$ cat config.mk
export PLATFORM = sky130hd
export DESIGN_NAME = dti_regs
export DESIGN_NICKNAME = d
export VERILOG_FILES = /design/src/hdl/dti_pkg.sv /design/src/hdl/dti_flag.sv /design/src/hdl/dti_timer24.sv /design/src/hdl/dti_regs.sv
export VERILOG_INCLUDE_DIRS = /design/src /design/src/hdl
export SDC_FILE = /design/constraint.sdc
export NUM_CORES = 1
export LEC_CHECK = 0
export CORE_UTILIZATION = 45
export DETAILED_ROUTE_END_ITERATION = 7
export DONT_BUFFER_PORTS = 1
export GPL_TIMING_DRIVEN = 0
export HOLD_SLACK_MARGIN = 0.02
export RECOVER_POWER = 100
export SYNTH_ARGS = -nofsm -noshare
export SYNTH_HDL_FRONTEND = slang
export SYNTH_SLANG_ARGS = --single-unit
$ cat constraint.sdc
create_clock -name pclk -period 2.2 [get_ports pclk]
set_clock_uncertainty 0.05 [all_clocks]
set_input_delay 0.11 -clock pclk [delete_from_list [all_inputs] [get_ports pclk]]
set_output_delay 0.11 -clock pclk [all_outputs]
set_load 0.05 [all_outputs]
$ cat src/hdl/dti_map.svh
`ifndef DTI_MAP_SVH
`define DTI_MAP_SVH

// byte addresses of the register words on the apb
`define DTI_OFF_T1_EOI    8'h0c
`define DTI_OFF_T1_STAT   8'h10
`define DTI_OFF_T2_LOAD   8'h14
`define DTI_OFF_T2_COUNT  8'h18
`define DTI_OFF_T2_CTRL   8'h1c
`define DTI_OFF_T2_EOI    8'h20
`define DTI_OFF_IRQ_STAT  8'h24
`define DTI_OFF_IRQ_MASK  8'h28

// control register fields
`define DTI_CTRL_EN_BIT   0
`define DTI_CTRL_MODE_BIT 1
`define DTI_CTRL_MASK_BIT 2

// interrupt status and mask bit positions
`define DTI_IRQ_T1_BIT    0
`define DTI_IRQ_T2_BIT    1
`define DTI_IRQ_NUM       2

// counter constants and reset values
`define DTI_CNT_MAX       24'hff_ffff
`define DTI_CNT_ZERO      24'h00_0000
`define DTI_CNT_ONE       24'h00_0001
`define DTI_CNT_MSB       23
`define DTI_WORD_ZERO     32'h0000_0000
`define DTI_PAD_ZERO      8'h00

`endif

$ cat src/hdl/dti_pkg.sv
package dti_pkg;

   // count and reload width of the second timer
   typedef logic [23:0] dti_cnt_t;

   // second timer control word, bit 2 down to bit 0
   typedef struct packed {
      logic mask;   // interrupt suppressed when set
      logic mode;   // 1 user-defined count, 0 free-running
      logic en;     // timer running
   } dti_ctrl_s;

   // state of the down counter
   typedef struct packed {
      dti_cnt_t cnt;
      logic     run;
      logic     expire;
   } dti_tmr_s;

   // state of one sticky interrupt flag
   typedef struct packed {
      logic q;
   } dti_flag_s;

   // state of the register slice
   typedef struct packed {
      logic        pready;
      logic        pslverr;
      logic [31:0] prdata;
      dti_cnt_t    load;
      dti_ctrl_s   ctrl;
      logic [1:0]  mask;
      logic        irq;
   } dti_regs_s;

endpackage

$ cat src/hdl/dti_flag.sv
`timescale 1ns/1ps
`include "dti_map.svh"

module dti_flag
   import dti_pkg::*;
(
   input  wire logic pclk,     // system clock
   input  wire logic presetn,  // async reset, active low
   input  wire logic set,      // event pulse
   input  wire logic clr,      // clear request
   output logic      q         // sticky flag
);

   dti_flag_s st_q;
   dti_flag_s st_d;

   // set beats clear so an event in the clearing cycle is kept
   always_comb begin
      st_d = st_q;
      if (set) begin
         st_d.q = 1'b1;
      end else if (clr) begin
         st_d.q = 1'b0;
      end
   end

   always_ff @(posedge pclk or negedge presetn) begin
      if (!presetn) begin
         st_q <= '0;
      end else begin
         st_q <= st_d;
      end
   end

   assign q = st_q.q;

endmodule // dti_flag

$ cat src/hdl/dti_timer24.sv
`timescale 1ns/1ps
`include "dti_map.svh"

module dti_timer24
   import dti_pkg::*;
(
   input  wire logic      pclk,     // system clock
   input  wire logic      presetn,  // async reset, active low
   input  wire logic      en,       // run when high
   input  wire logic      mode,     // 1 reload value, 0 free-running
   input  wire dti_cnt_t  reload,   // user reload value
   output dti_cnt_t       count,    // live count
   output logic           expire    // one-cycle pulse at wrap
);

   dti_tmr_s st_q;
   dti_tmr_s st_d;
   dti_cnt_t start;

   // free-running always restarts from the top of the range
   assign start = mode ? reload : `DTI_CNT_MAX;

   // a fresh enable loads first, so a stale count never fires
   always_comb begin
      st_d        = st_q;
      st_d.run    = en;
      st_d.expire = 1'b0;
      if (en && !st_q.run) begin
         st_d.cnt = start;
      end else if (en) begin
         if (st_q.cnt == `DTI_CNT_ZERO) begin
            st_d.expire = 1'b1;
            st_d.cnt    = start;
         end else begin
            st_d.cnt = st_q.cnt - `DTI_CNT_ONE;
         end
      end
   end

   always_ff @(posedge pclk or negedge presetn) begin
      if (!presetn) begin
         st_q <= '0;
      end else begin
         st_q <= st_d;
      end
   end

   assign count  = st_q.cnt;
   assign expire = st_q.expire;

endmodule // dti_timer24

$ cat src/hdl/dti_regs.sv
// Implementation choice: register access over APB.
`timescale 1ns/1ps
`include "dti_map.svh"

// Functional notes
// - reading first timer clear register returns zero and clears its interrupt
// - register 0x10 bit 0 shows first timer interrupt state, rest zero
// - register 0x14 holds writable 24-bit second timer reload, resets zero
// - register 0x18 shows live 24-bit second timer count, upper bits zero
// - control bit 2 set suppresses the second timer interrupt
// - control bit 1 picks free-running or reload-value counting
// - control bit 0 at 0x1c enables timer; bits 31 to 3 read zero
// - reading second timer clear register returns zero and clears its interrupt
// - writing enable 0 stops the timer, writing 1 runs it
module dti_regs
   import dti_pkg::*;
(
   input  wire logic        pclk,               // system clock, 20 MHz
   input  wire logic        presetn,            // async reset, active low
   input  wire logic        psel,               // apb select
   input  wire logic        penable,            // apb access phase
   input  wire logic        pwrite,             // apb direction
   input  wire logic [7:0]  paddr,              // apb byte address
   input  wire logic [31:0] pwdata,             // apb write data
   output logic      [31:0] prdata,             // apb read data
   output logic             pready,             // apb ready
   output logic             pslverr,            // apb error, unmapped
   input  wire logic        first_timer_expiry, // first timer wrap pulse
   output logic             irq                 // level interrupt
);

   dti_regs_s q;
   dti_regs_s d;

   logic       setup;
   logic       done;
   logic       wr_done;
   logic       rd_done;
   logic       mapped;
   logic [31:0] rd_word;
   logic [1:0] stat;
   logic [1:0] set_vec;
   logic [1:0] clr_vec;
   logic [1:0] live_vec;
   dti_cnt_t   t2_count;
   logic       t2_expire;

   // apb phases; the answer always comes in the first access cycle
   assign setup   = psel && !penable;
   assign done    = psel && penable && q.pready;
   assign wr_done = done && pwrite;
   assign rd_done = done && !pwrite;

   // second timer counter
   dti_timer24 u_timer2 (
      .pclk    (pclk),
      .presetn (presetn),
      .en      (q.ctrl.en),
      .mode    (q.ctrl.mode),
      .reload  (q.load),
      .count   (t2_count),
      .expire  (t2_expire)
   );

   // the first timer lives outside; its wrap arrives on this clock
   assign set_vec[`DTI_IRQ_T1_BIT] = first_timer_expiry;
   assign set_vec[`DTI_IRQ_T2_BIT] = t2_expire;

   // a status bit clears on its end-of-interrupt read or a one written
   assign clr_vec[`DTI_IRQ_T1_BIT] =
      (rd_done && paddr == `DTI_OFF_T1_EOI) ||
      (wr_done && paddr == `DTI_OFF_IRQ_STAT &&
       pwdata[`DTI_IRQ_T1_BIT]);
   assign clr_vec[`DTI_IRQ_T2_BIT] =
      (rd_done && paddr == `DTI_OFF_T2_EOI) ||
      (wr_done && paddr == `DTI_OFF_IRQ_STAT &&
       pwdata[`DTI_IRQ_T2_BIT]);

   // one sticky flag per timer
   genvar gi;
   generate
      for (gi = 0; gi < `DTI_IRQ_NUM; gi = gi + 1) begin : g_flag
         dti_flag u_flag (
            .pclk    (pclk),
            .presetn (presetn),
            .set     (set_vec[gi]),
            .clr     (clr_vec[gi]),
            .q       (stat[gi])
         );
      end
   endgenerate

   // the control mask gates only the second timer, on top of the mask reg
   assign live_vec[`DTI_IRQ_T1_BIT] = stat[`DTI_IRQ_T1_BIT] &&
                                      !q.mask[`DTI_IRQ_T1_BIT];
   assign live_vec[`DTI_IRQ_T2_BIT] = stat[`DTI_IRQ_T2_BIT] &&
                                      !q.mask[`DTI_IRQ_T2_BIT] &&
                                      !q.ctrl.mask;

   // read mux; reserved bits and clear registers read as zero
   always_comb begin
      rd_word = `DTI_WORD_ZERO;
      mapped  = 1'b1;
      case (paddr)
         `DTI_OFF_T1_EOI: begin
            rd_word = `DTI_WORD_ZERO;
         end
         `DTI_OFF_T1_STAT: begin
            rd_word[`DTI_IRQ_T1_BIT] = stat[`DTI_IRQ_T1_BIT];
         end
         `DTI_OFF_T2_LOAD: begin
            rd_word = {`DTI_PAD_ZERO, q.load};
         end
         `DTI_OFF_T2_COUNT: begin
            rd_word = {`DTI_PAD_ZERO, t2_count};
         end
         `DTI_OFF_T2_CTRL: begin
            rd_word[`DTI_CTRL_EN_BIT]   = q.ctrl.en;
            rd_word[`DTI_CTRL_MODE_BIT] = q.ctrl.mode;
            rd_word[`DTI_CTRL_MASK_BIT] = q.ctrl.mask;
         end
         `DTI_OFF_T2_EOI: begin
            rd_word = `DTI_WORD_ZERO;
         end
         `DTI_OFF_IRQ_STAT: begin
            rd_word[`DTI_IRQ_T1_BIT] = stat[`DTI_IRQ_T1_BIT];
            rd_word[`DTI_IRQ_T2_BIT] = stat[`DTI_IRQ_T2_BIT];
         end
         `DTI_OFF_IRQ_MASK: begin
            rd_word[`DTI_IRQ_T1_BIT] = q.mask[`DTI_IRQ_T1_BIT];
            rd_word[`DTI_IRQ_T2_BIT] = q.mask[`DTI_IRQ_T2_BIT];
         end
         default: begin
            mapped = 1'b0;
         end
      endcase
   end

   // next state: apb answer, writable fields and the interrupt level
   always_comb begin
      d         = q;
      d.pready  = setup;
      d.pslverr = setup && !mapped;
      // data is sampled at setup so it stands still through access
      if (setup && !pwrite) begin
         d.prdata = rd_word;
      end else if (!psel) begin
         d.prdata = `DTI_WORD_ZERO;
      end
      // writes to read-only words are dropped without error
      if (wr_done) begin
         case (paddr)
            `DTI_OFF_T2_LOAD: begin
               d.load = pwdata[`DTI_CNT_MSB:0];
            end
            `DTI_OFF_T2_CTRL: begin
               d.ctrl.en   = pwdata[`DTI_CTRL_EN_BIT];
               d.ctrl.mode = pwdata[`DTI_CTRL_MODE_BIT];
               d.ctrl.mask = pwdata[`DTI_CTRL_MASK_BIT];
            end
            `DTI_OFF_IRQ_MASK: begin
               d.mask[`DTI_IRQ_T1_BIT] = pwdata[`DTI_IRQ_T1_BIT];
               d.mask[`DTI_IRQ_T2_BIT] = pwdata[`DTI_IRQ_T2_BIT];
            end
            default: begin
               d.load = q.load;
            end
         endcase
      end
      // registered so the pin never glitches; lags status by one edge
      d.irq = |live_vec;
   end

   always_ff @(posedge pclk or negedge presetn) begin
      if (!presetn) begin
         q <= '0;
      end else begin
         q <= d;
      end
   end

   assign prdata  = q.prdata;
   assign pready  = q.pready;
   assign pslverr = q.pslverr;
   assign irq     = q.irq;
endmodule // dti_regs

* Word-level counts from Yosys, hierarchy flattened *
Cells that the tools add are included.

operators by class
  eq/ne operators = 9
  reductions and logical operators = 35
  add/sub/neg operators = 1
  multiplexer cells = 18

operators with widths
  kind                     number
  $mux W24                 4
  $mux W32                 2
  $pmux W21 S2             1
  $eq A8 B5 Y1 const B     4
  $eq A8 B6 Y1 const B     3
  $logic_not A24 Y1        1
  $sub A24 B1 Y24 const B  1
  $logic_and A1 B1 Y1      16
  $pmux W1 S5              2
  $eq A8 B4 Y1 const B     1
  $mux W1                  8
  $reduce_or A8 Y1         1
  $logic_not A1 Y1         7
  $reduce_and A2 Y1        3
  $reduce_bool A2 Y1       3
  $reduce_or A2 Y1         2
  $pmux W1 S3              1
  $logic_or A1 B1 Y1       2
  $ne A2 B1 Y1 const B     1

word-level totals
  logic and storage cells = 77
  output and inout bits = 35
  input port bits = 46
  register bits after elaboration = 92

* Logic depth before layout (Yosys ltp) *
Gate-level depths: netlist of the first run.

  word-level depth = 8
  mapped depth = 9
  gate-level depth less buffers = 7

* Modules after synthesis *
From an unflattened synthesis of the first run, not the netlist that was laid out.

unflattened totals
  cells, all modules = 486
  area total of the unflattened synthesis = 4830.9 um2

by module, submodules not included
  module       area an instance (um2)  seq. area each (um2)  cells each  instances
  dti_regs     2810.2                  1401.3                262         1
  dti_timer24  1948.1                  650.6                 218         1
  dti_flag     36.3                    25.0                  3           2

* Worst setup path after synthesis of the first run *
Ideal clock, no wire load.

  path kind = flip-flop to flip-flop
  start point = register u_timer2.st_q (netlist bit u_timer2.count[0])
  end point = register u_timer2.st_q (netlist bit u_timer2.count[8])
  buffers on the path = 1
  data required time = 2.027 ns
  path slack = 0.170 ns
  setup time = 0.123 ns
  cell stages (with the launch flop) = 9
  period minus slack after synthesis = 2.030 ns
  arrival time = 1.857 ns
  cells stage by stage = dfrtp_1 -> inv_1 -> ha_1 -> nor4b_1 -> nand4_1 -> o21a_1 -> buf_6 -> or3_1 -> o221a_2

on the way
  longest elaborated chain between the ends = 4
  elaborated cells between the ends (all ways) = 5
  those cells by class = add/sub (1); mux (3); reduce/logical (1)

ends and longest elaborated chain
  what                                                                          RTL line           RTL
  from (decl)                                                                   dti_timer24.sv:16  dti_tmr_s st_q;
  from (signal assigned)                                                        dti_timer24.sv:44  st_q <= st_d;
  $sub A24 B1 Y24 (no source line) / $logic_not A24 Y1 (equally long branches)  -
  $mux W24 *                                                                    dti_timer24.sv:31  if (st_q.cnt == `DTI_CNT_ZERO) begin
  $mux W24 *                                                                    dti_timer24.sv:30  end else if (en) begin
  $mux W24 *                                                                    dti_timer24.sv:28  if (en && !st_q.run) begin

Every way passes the cells marked *; elsewhere a longest branch is shown, timed or not. The select of a mux whose other input is x is not followed.
A chain may end at the register's enable or synchronous reset.

* Worst setup path in the final report of the first run *
  start point = input paddr[0]
  end point = register g_flag[0].u_flag.st_q

on the way
  longest elaborated chain between the ends = 5
  elaborated cells between the ends (all ways) = 7
  those cells by class = eq/ne (2); reduce/logical (5)

ends and longest elaborated chain
  what                                   RTL line        RTL
  from (decl)                            dti_regs.sv:23  input wire logic [7:0] paddr,
  $eq A8 B6 Y1                           -
  $logic_and A1 B1 Y1 (no source line)   -
  $logic_and A1 B1 Y1                    dti_regs.sv:72  (wr_done && paddr == `DTI_OFF_IRQ_STAT &&
  $logic_or A1 B1 Y1 *                   dti_regs.sv:71  (rd_done && paddr == `DTI_OFF_T1_EOI) ||
  $reduce_bool A2 Y1 (no source line) *  -
  to (signal assigned)                   dti_flag.sv:31  st_q <= st_d;
  to (decl)                              dti_flag.sv:14  dti_flag_s st_q;

Every way passes the cells marked *; elsewhere a longest branch is shown, timed or not.

==> flow_summary_export.csv, run 1 <==
group,metric,value,unit
timing,fmax,468,MHz
worst_setup_path,r2r_start,"u_timer2.count[5]$_DFFE_PN0P_",
worst_setup_path,crit_path_end,"g_flag[0].u_flag.q$_DFFE_PN0P_",
layout,multiInputGateArea,2220,um2
clock_network,cts_buffers,9,
worst_setup_path,cp.arrival,2350,ps
synth,syn_area,4670,um2
grt,grt_pass1_vias,3862,
die,die_w,104,um
worst_setup_path,path_max_fanout,3,
layout,n_antenna_cell,0,
synth,synth.distinct_cells,65,
grt,gr-usage-all-layers,25.0,%
clock_network,clkTransAtPathRegs,80,ps
worst_setup_path,crit_type,"in -> reg",
routing,drt_iter0_markers,325,
clock_network,cts_tree,"built",
worst_setup_path,crit_path_start_kind,"input port",
worst_setup_path,r2r_end,"u_timer2.count[19]$_DFFE_PN0P_",
worst_setup_path,crit_path_start,"paddr[0]",
layout,layoutNonFillerInstCount,666,
power_and_ir_drop,power.density,699,nW/um2
synth,seq_area_frac_synth,45.0,%
timing,slew_viol_final,0,
grt,grt_max_degree,85,
power_and_ir_drop,ir_drop,0.000455,V
placement,gp_congestion,0.932,
worst_setup_path,endpoint_kind,"register",
worst_setup_path,r2r_cells,5,
placement,dp_cells,603,
routing,viasPerCell,5.93,
worst_setup_path,required,2410,ps
placement,portBuffers,0,
run,maxCapViolations,0,
synth,ys_top_cells_by_area,"dfrtp_1 45%, buf_4 5.8%, mux2_1 4.8%",
clock_network,clockBufferDepth,2,
synth,async_flop_share,100,%
clock_network,cts.sinks,84,
grt,grt_pass1_wl,20.8,mm
grt,overflow,0,
die,dieArea,10800,um2
die,die_h,104,um
timing,hold_viol,0,
synth,synth_warnings,0,
layout,drive_gt1_share,17.4,%
layout,seq_area,2100,um2
timing,tightest_slew,1150,ps
timing,slew_headroom,23.6,%
routing,wirelength,12.9,mm
routing,ant_nets,0,
synth,syn_avg_cell_area,10.1,um2
worst_setup_path,regToRegSetupSlack,80,ps
die,core_area,9910,um2
synth,synth_top_area_share,45.0,%
timing,finalSetupViolCount,0,
run_status,status,"complete, no violations",
synth,netlist_instances,463,
clock_network,cts_max_level,3,
timing,period_share,97.1,%
layout,synthToLayoutAreaGrowth,17.6,%
timing,rsz0062_at_grt,"yes",
routing,wl_per_cell,19.3,um
clock_network,clk_latency,370,ps
synth,yosys_register_bits,84,
routing,dr.pass1.iters,6,
timing,hold_ws,53.5,ps
die,io_pins,81,
layout,fillers,935,
timing,setup_slack,62.8,ps
grt,antenna_found_initial,0,
placement,dpl.hpwl,8.83,mm
power_and_ir_drop,leakage,2.41,nW
placement,preCtsSetupSlack,-320,ps
hold_path,min-delay-path-class,"in -> reg",
clock_network,clk_root_buffer_cell,"clkbuf_8",
routing,vias,3951,
die,rows,36,
layout,post-route-util,55.5,%
synth,synth_top_flop_cell,"dfrtp_1",
routing,remaining_drc_errors,0,
layout,fin_nets,577,
timing,fin_crit,2140,ps
synth,synth_edf_count,0,
synth,yosys.area.top_type,"dfrtp_1",
die,initial_core_util,47.1,%
cells in the mapped netlist, drive strengths merged (4+ instances only):
cell type / number
and4: 4
inv: 9
a21oi: 29
o21ai: 15
nand2: 37
nand3b: 6
nor4b: 5
a221oi: 24
nor4: 8
nor3: 27
dfrtp: 84
a21o: 6
nand3: 16
a32o: 7
buf: 46
a211oi: 4
clkbuf: 19
nor2: 22
nand4: 11
mux2: 29
nand2b: 6
or3: 5
state kept, by name, summed over array words and instances (netlist names):
signal,flops
q,29
prdata,24
u_timer2.count,24
g_flag.u_flag.q,2
irq,1
pready,1
pslverr,1
u_timer2.expire,1
u_timer2.st_q,1
placed cells by master (no fill, tap or decap), types with 7 or more instances in the layout:
cell type,instances
buf_4,26
clkbuf_8,11
clkbuf_1,43
a221oi_1,24
nor3_1,23
nand3_1,15
dlygate4sd3_1,32
nor2_1,21
a32o_1,7
nand4_1,11
mux2_1,20
a21oi_1,28
nand2_1,37
conb_1,8
inv_1,8
o21ai_0,12
dfrtp_1,82
mux2_2,9
how the worst min path moves through the flow:
stage | start | slack [ps] | to | cells past startpoint
2_1_floorplan | presetn | -240 | g_flag[0].u_flag.q$_DFFE_PN0P_ | 0
3_3_place_gp | presetn | -230 | q[26]$_DFFE_PN0P_ | 0
3_5_place_dp | presetn | -230 | q[26]$_DFFE_PN0P_ | 0
4_1_cts | pwrite | 30 | g_flag[1].u_flag.q$_DFFE_PN0P_ | 4
5_1_grt | psel | 90 | prdata[15]$_DFFE_PN0P_ | 3
6_report | pwrite | 50 | g_flag[1].u_flag.q$_DFFE_PN0P_ | 4
per-layer routing:
metal  share of wire, %  up-vias  track usage, %
met5                  0        -               0
met4                2.0        0            9.29
met3                6.8       19            6.64
met2                 43      158            36.7
met1                 48     1938            35.4
li1                   -     1836               -
stage by stage:
| step | power (mW) | instance area (um2) | TNS, ps |
|---|---|---|---|
| after CTS | 3.79 | 5460 | 0 |
| after floorplan | 2.43 | 4700 | 0 |
| after global placement | 2.59 | 4860 | -1330 |
| final | 3.84 | 5500 | 0 |
| after global routing | 4.03 | 5500 | -248 |
| after detailed placement | 2.61 | 4860 | -1380 |
cells by family after synthesis:
family	share of synthesized area, %
AO/OA/AOI/OAI	17.2
adder cells (fa/ha/maj)	0.536
buffers and inverters	10.2
flip-flops	45.0
multiplexers	7.20
other	0.0803
AND/OR/NAND/NOR	19.7
critical path: stages:
cell and delay [ps]:
dlygate4sd3_1 530, or2_2 310, or4_4 510, nor2_1 110
o21ai_1 60, a21o_1 170, dlygate4sd3_1 550
final cells by class:
class / count / area share, %
multi-input cells: 312 / 40.5
flip-flops and latches: 84 / 38.3
repair buffers: 48 / 8.01
plain buffers: 65 / 6.53
well taps: 133 / 3.03
clock buffers: 13 / 2.89
inverters: 9 / 0.615
clock inverters: 2 / 0.182
power breakdown:
part / internal [mW] / total (mW) / switching, mW
Sequential: 1.62 / 1.73 / 0.110
Clock: 0.463 / 1.00 / 0.537
Combinational: 0.435 / 1.11 / 0.676
repair_timing:
action,4_1_cts,5_1_grt
setup buffers,5,10
endpoints found under the hold margin,119,0
resized for setup,6,20
pin swaps,1,5
hold buffers,33,0
cloned,0,0
endpoints found under the setup margin,19,25
No activity file was read; power rests on OpenSTA's default activity.
==> inputs of run 2 (changes only) <==
PLACE_DENSITY = 0.61   (was default)
==> flow_summary_export.csv, run 2 (synthesized netlist as in run 1, its figures left out) <==
group,metric,value,unit
power_and_ir_drop,p_sw,1.32,mW
clock_network,cts_buffers,9,
timing,fmax,454,MHz
placement,gp_congestion,0.886,
layout,synthToLayoutAreaGrowth,17.2,%
routing,dr.pass1.iters,5,
timing,setup_slack,-3.18,ps
die,die_h,104,um
die,initial_core_util,47.1,%
worst_setup_path,required,2410,ps
timing,tightest_slew,1150,ps
power_and_ir_drop,p_int,2.62,mW
power_and_ir_drop,power_frac_clock,28.4,%
grt,grt_max_degree,85,
worst_setup_path,regToRegSetupSlack,-3,ps
timing,slew_headroom,23.7,%
routing,remaining_drc_errors,0,
worst_setup_path,crit_path_start_kind,"register",
layout,n_antenna_cell,0,
timing,slew_viol_final,0,
die,die_w,104,um
grt,overflow,0,
routing,wl_per_cell,19.3,um
clock_network,cts_tree,"built",
die,core_area,9910,um2
clock_network,cts.sinks,84,
grt,antenna_found_initial,0,
layout,post-route-util,55.3,%
timing,fin_crit,2200,ps
routing,dr_wl_met3,947,um
timing,period_share,100,%
clock_network,clockBufferDepth,2,
power_and_ir_drop,finalPower,3.94,mW
routing,highest_layer,"met4",
timing,tns,-3.18,ps
timing,hold_ws,56.0,ps
hold_path,holdCritStartpoint,"pwdata[1]",
power_and_ir_drop,leakage,2.41,nW
placement,dp_cells,603,
worst_setup_path,endpoint_kind,"register",
layout,largest_reg_flops,29,
clock_network,cts_max_level,3,
power_and_ir_drop,ir_drop,0.000428,V
layout,top_register,"q",
clock_network,clkTransAtPathRegs,90,ps
grt,grt_pass1_vias,3840,
grt,gr-usage-all-layers,24.4,%
clock_network,clk_root_buffer_cell,"clkbuf_8",
layout,layout_commonest_cell,"dfrtp_1",
routing,route.met2.wl,5.83,mm
routing,drt_iter0_markers,343,
die,rows,36,
run,maxCapViolations,0,
run_status,status,"finished, violations left",
routing,ant_nets,0,
worst_setup_path,r2r_start,"u_timer2.count[2]$_DFFE_PN0P_",
worst_setup_path,crit_path_end,"u_timer2.count[19]$_DFFE_PN0P_",
layout,fillers,931,
placement,preCtsSetupSlack,-317,ps
routing,wl_met1,5.91,mm
worst_setup_path,r2r_end,"u_timer2.count[19]$_DFFE_PN0P_",
timing,finalSetupViolCount,1,
layout,drive_gt1_share,16.5,%
layout,final_cell_mix,"83 x dfrtp_1, 42 x clkbuf_1, 37 x nand2_1, 30 x dlygate4sd3_1, 28 x a21oi_1",
routing,wirelength,12.8,mm
die,io_pins,81,
layout,design_area,5480,um2
worst_setup_path,crit_path_start,"u_timer2.count[2]$_DFFE_PN0P_",
worst_setup_path,r2r_cells,6,
timing,hold_viol,0,
worst_setup_path,crit_type,"reg -> reg",
run_status,violations,"negative setup slack",
power_and_ir_drop,p_comb_share,27.7,%
clock_network,clk_latency,360,ps
power_and_ir_drop,pwr-share-seq,43.9,%
worst_setup_path,path_max_fanout,9,
placement,dpl.hpwl,8.92,mm
hold_path,min-delay-path-class,"in -> reg",
die,dieArea,10800,um2
layout,fin_nets,575,
placement,placed_area,4860,um2
grt,grt_pass1_wl,20.6,mm
layout,layoutNonFillerInstCount,665,
worst_setup_path,cp.arrival,2420,ps
power_and_ir_drop,switching_share,33.5,%
routing,vias,4008,
routing,viasPerCell,6.03,
power_and_ir_drop,power.density,720,nW/um2
placement,portBuffers,0,
[run 2: per-layer routing]
| layer | track usage [%] | up-vias |
|---|---|---|
| met2 | 37.1 | 166 |
| met5 | 0 | - |
| li1 | - | 1832 |
| met4 | 5.51 | 0 |
| met3 | 5.08 | 13 |
| met1 | 35.7 | 1997 |
[run 2: repair_timing]
action	in CTS	in global routing
setup endpoints to repair	20	24
hold endpoints to repair	119	0
buffers inserted	8	7
pin swaps	0	6
hold buffers	31	0
resized for setup	6	12
[run 2: power by group through the flow]
stage,logic (mW),clock network (mW),registers [mW]
after global routing,1.16,1.19,1.74
after CTS,1.03,1.14,1.72
after floorplan,0.702,0,1.72
after global placement,0.845,0,1.75
final,1.09,1.12,1.73
after detailed placement,0.854,0,1.75
[run 2: worst min path at each step]
stage / endpoint / slack, ps / cells after the start
6_report: g_flag[1].u_flag.q$_DFFE_PN0P_ / 60 / 4
2_1_floorplan: g_flag[0].u_flag.q$_DFFE_PN0P_ / -240 / 0
5_1_grt: prdata[0]$_DFFE_PN0P_ / 70 / 4
3_5_place_dp: q[26]$_DFFE_PN0P_ / -230 / 0
4_1_cts: g_flag[1].u_flag.q$_DFFE_PN0P_ / 50 / 4
3_3_place_gp: q[26]$_DFFE_PN0P_ / -230 / 0
[run 2: area by class of cell]
class                           count  area (um2)  area share (%)
Clock buffer                       11         151            2.77
Sequential cell                    84        2100            38.4
Multi-Input combinational cell    312        2210            40.3
Timing Repair Buffer               46         418            7.63
Buffer                             65         347            6.33
Clock inverter                      5        50.0           0.914
Inverter                            9        33.8           0.617
Tap cell                          133         166            3.04
[run 2: worst max-delay path, cell delays in order, from the launching register on]
cell and delay, ps:
dfrtp_1 380, buf_6 140, nor4_4 320, nand4_1 270, or2_1 350, or4_1 510, o2111ai_1 100
==> inputs of run 3 (changes only) <==
==> constraint.sdc (replaced) <==
create_clock -name pclk -period 2.2 [get_ports pclk]
set_clock_uncertainty 0.05 [all_clocks]
set_input_delay 0.22 -clock pclk [delete_from_list [all_inputs] [get_ports pclk]]
set_output_delay 0.22 -clock pclk [all_outputs]
set_load 0.05 [all_outputs]
==> flow_summary_export.csv, run 3 (synthesized netlist as in run 1, its figures left out) <==
group,metric,value,unit
run_status,status,"finished, violations left",
run_status,violations,"negative hold slack",
placement,gp_congestion,0.886,
layout,drive_gt1_share,16.5,%
grt,grt_pass1_wl,20.5,mm
power_and_ir_drop,leakage,2.39,nW
worst_setup_path,worstPathCellList,"buf_6 > nor4_4 > nand4_1 > or2_1 > or4_1 > o2111ai_1",
timing,hold_ws,-505,ps
clock_network,clk_root_buffer_cell,"clkbuf_8",
hold_path,min-delay-path-class,"in -> async",
layout,synthToLayoutAreaGrowth,16.2,%
layout,fin_nets,570,
timing,period_share,99.8,%
timing,fmax,455,MHz
routing,remaining_drc_errors,0,
die,die_w,104,um
timing,hold_viol,84,
grt,overflow,0,
placement,portBuffers,0,
grt,antenna_found_initial,0,
timing,tns,0,ps
timing,slew_viol_final,0,
die,initial_core_util,47.1,%
run,maxCapViolations,0,
grt,gr-usage-all-layers,24.3,%
clock_network,clkTransAtPathRegs,90,ps
clock_network,cts.sinks,84,
clock_network,clockBufferDepth,2,
layout,post-route-util,54.8,%
layout,largest_reg_flops,29,
worst_setup_path,path_max_fanout,9,
routing,vias,3962,
die,core_area,9910,um2
die,io_pins,81,
worst_setup_path,required,2410,ps
die,die_h,104,um
die,dieArea,10800,um2
layout,top_register,"q",
power_and_ir_drop,ir_drop,0.000426,V
routing,viasPerCell,6.00,
worst_setup_path,crit_path_start_kind,"register",
clock_network,cts_buffers,9,
worst_setup_path,crit_type,"reg -> reg",
routing,wl_per_cell,19.4,um
grt,grt_pass1_vias,3801,
worst_setup_path,crit_path_top_delay_cell,"or4_1",
worst_setup_path,cp.arrival,2410,ps
power_and_ir_drop,power.density,720,nW/um2
routing,dr.pass1.iters,6,
placement,dpl.hpwl,8.92,mm
layout,layout_commonest_cell,"dfrtp_1",
layout,final_cell_mix,"83 x dfrtp_1, 42 x clkbuf_1, 37 x nand2_1, 28 x a21oi_1, 27 x buf_4",
grt,grt_max_degree,85,
clock_network,holdBufCountCts,26,
clock_network,cts_max_level,3,
worst_setup_path,critPathMaxStageDelay,510,ps
die,rows,36,
timing,tightest_slew,604,ps
timing,fin_crit,2200,ps
clock_network,cts_tree,"built",
routing,drt_iter0_markers,360,
layout,n_antenna_cell,0,
clock_network,clk_latency,360,ps
timing,slew_headroom,59.8,%
routing,wirelength,12.8,mm
timing,finalSetupViolCount,0,
worst_setup_path,endpoint_kind,"register",
routing,ant_nets,0,
[run 3: what timing repair did]
item,CTS,global route
buffers inserted,8,7
setup endpoints to repair,20,24
endpoints found under the hold margin,116,84
pin swaps,0,6
resized for setup,6,12
[run 3: final timing paths]
| path | slack, ps | start | to | cells after the start |
|---|---|---|---|---|
| max reg2reg | 4 | u_timer2.count[2]$_DFFE_PN0P_ | u_timer2.count[19]$_DFFE_PN0P_ | 6 |
| min in group pclk | 50 | paddr[3] | prdata[0]$_DFFE_PN0P_ | 3 |
| max | 4 | u_timer2.count[2]$_DFFE_PN0P_ | u_timer2.count[19]$_DFFE_PN0P_ | 6 |
| max in group asynchronous | 2470 | presetn | prdata[12]$_DFFE_PN0P_ | 0 |
| min | -500 | presetn | g_flag[1].u_flag.q$_DFFE_PN0P_ | 0 |
| min reg2reg | 330 | q[3]$_DFFE_PN0P_ | u_timer2.st_q[1]$_DFF_PN0_ | 0 |
[run 3: power by group]
part	internal, mW	switching (mW)	total [mW]
sequential	1.62	0.109	1.73
clock	0.579	0.538	1.12
combinational	0.417	0.642	1.06
total	2.62	1.29	3.91
[run 3: cell type report]
type / count / area [um2]
Buffer: 65 / 347
Tap cell: 133 / 166
Clock inverter: 5 / 50.0
Inverter: 9 / 33.8
Timing Repair Buffer: 41 / 370
Multi-Input combinational cell: 312 / 2210
Clock buffer: 11 / 151
Sequential cell: 84 / 2100
Fill cell: 931 / 4480
[run 3: routing by layer]
| metal | wire length, um | part of all wire, % | vias up | GRT usage, % |
|---|---|---|---|---|
| met2 | 5760 | 45 | 161 | 36.9 |
| li1 | - | - | 1825 | - |
| met4 | 141 | 1.1 | 0 | 5.51 |
| met1 | 6000 | 47 | 1960 | 35.6 |
| met3 | 881 | 6.9 | 16 | 5.08 |
| met5 | 0 | 0 | - | 0 |
[run 3: per-stage QoR]
step | area [um2] | worst slack (ps) | instances | total power [mW]
4_1_cts | 5430 | 3.81 | 653 | 3.85
6_report | 5430 | 3.67 | 660 | 3.91
3_5_place_dp | 4860 | -317 | 603 | 2.61
5_1_grt | 5430 | -25.8 | 660 | 4.05
3_3_place_gp | 4860 | -301 | 603 | 2.59
2_1_floorplan | 4700 | 170 | 470 | 2.43
[run 3: critical path: cells and delay by family (launching register included)]
| family | cells | cell delay [ps] |
|---|---|---|
| simple gates | 4 | 1440 |
| buf+inv | 1 | 140 |
| flops | 1 | 380 |
| compound gates | 1 | 100 |
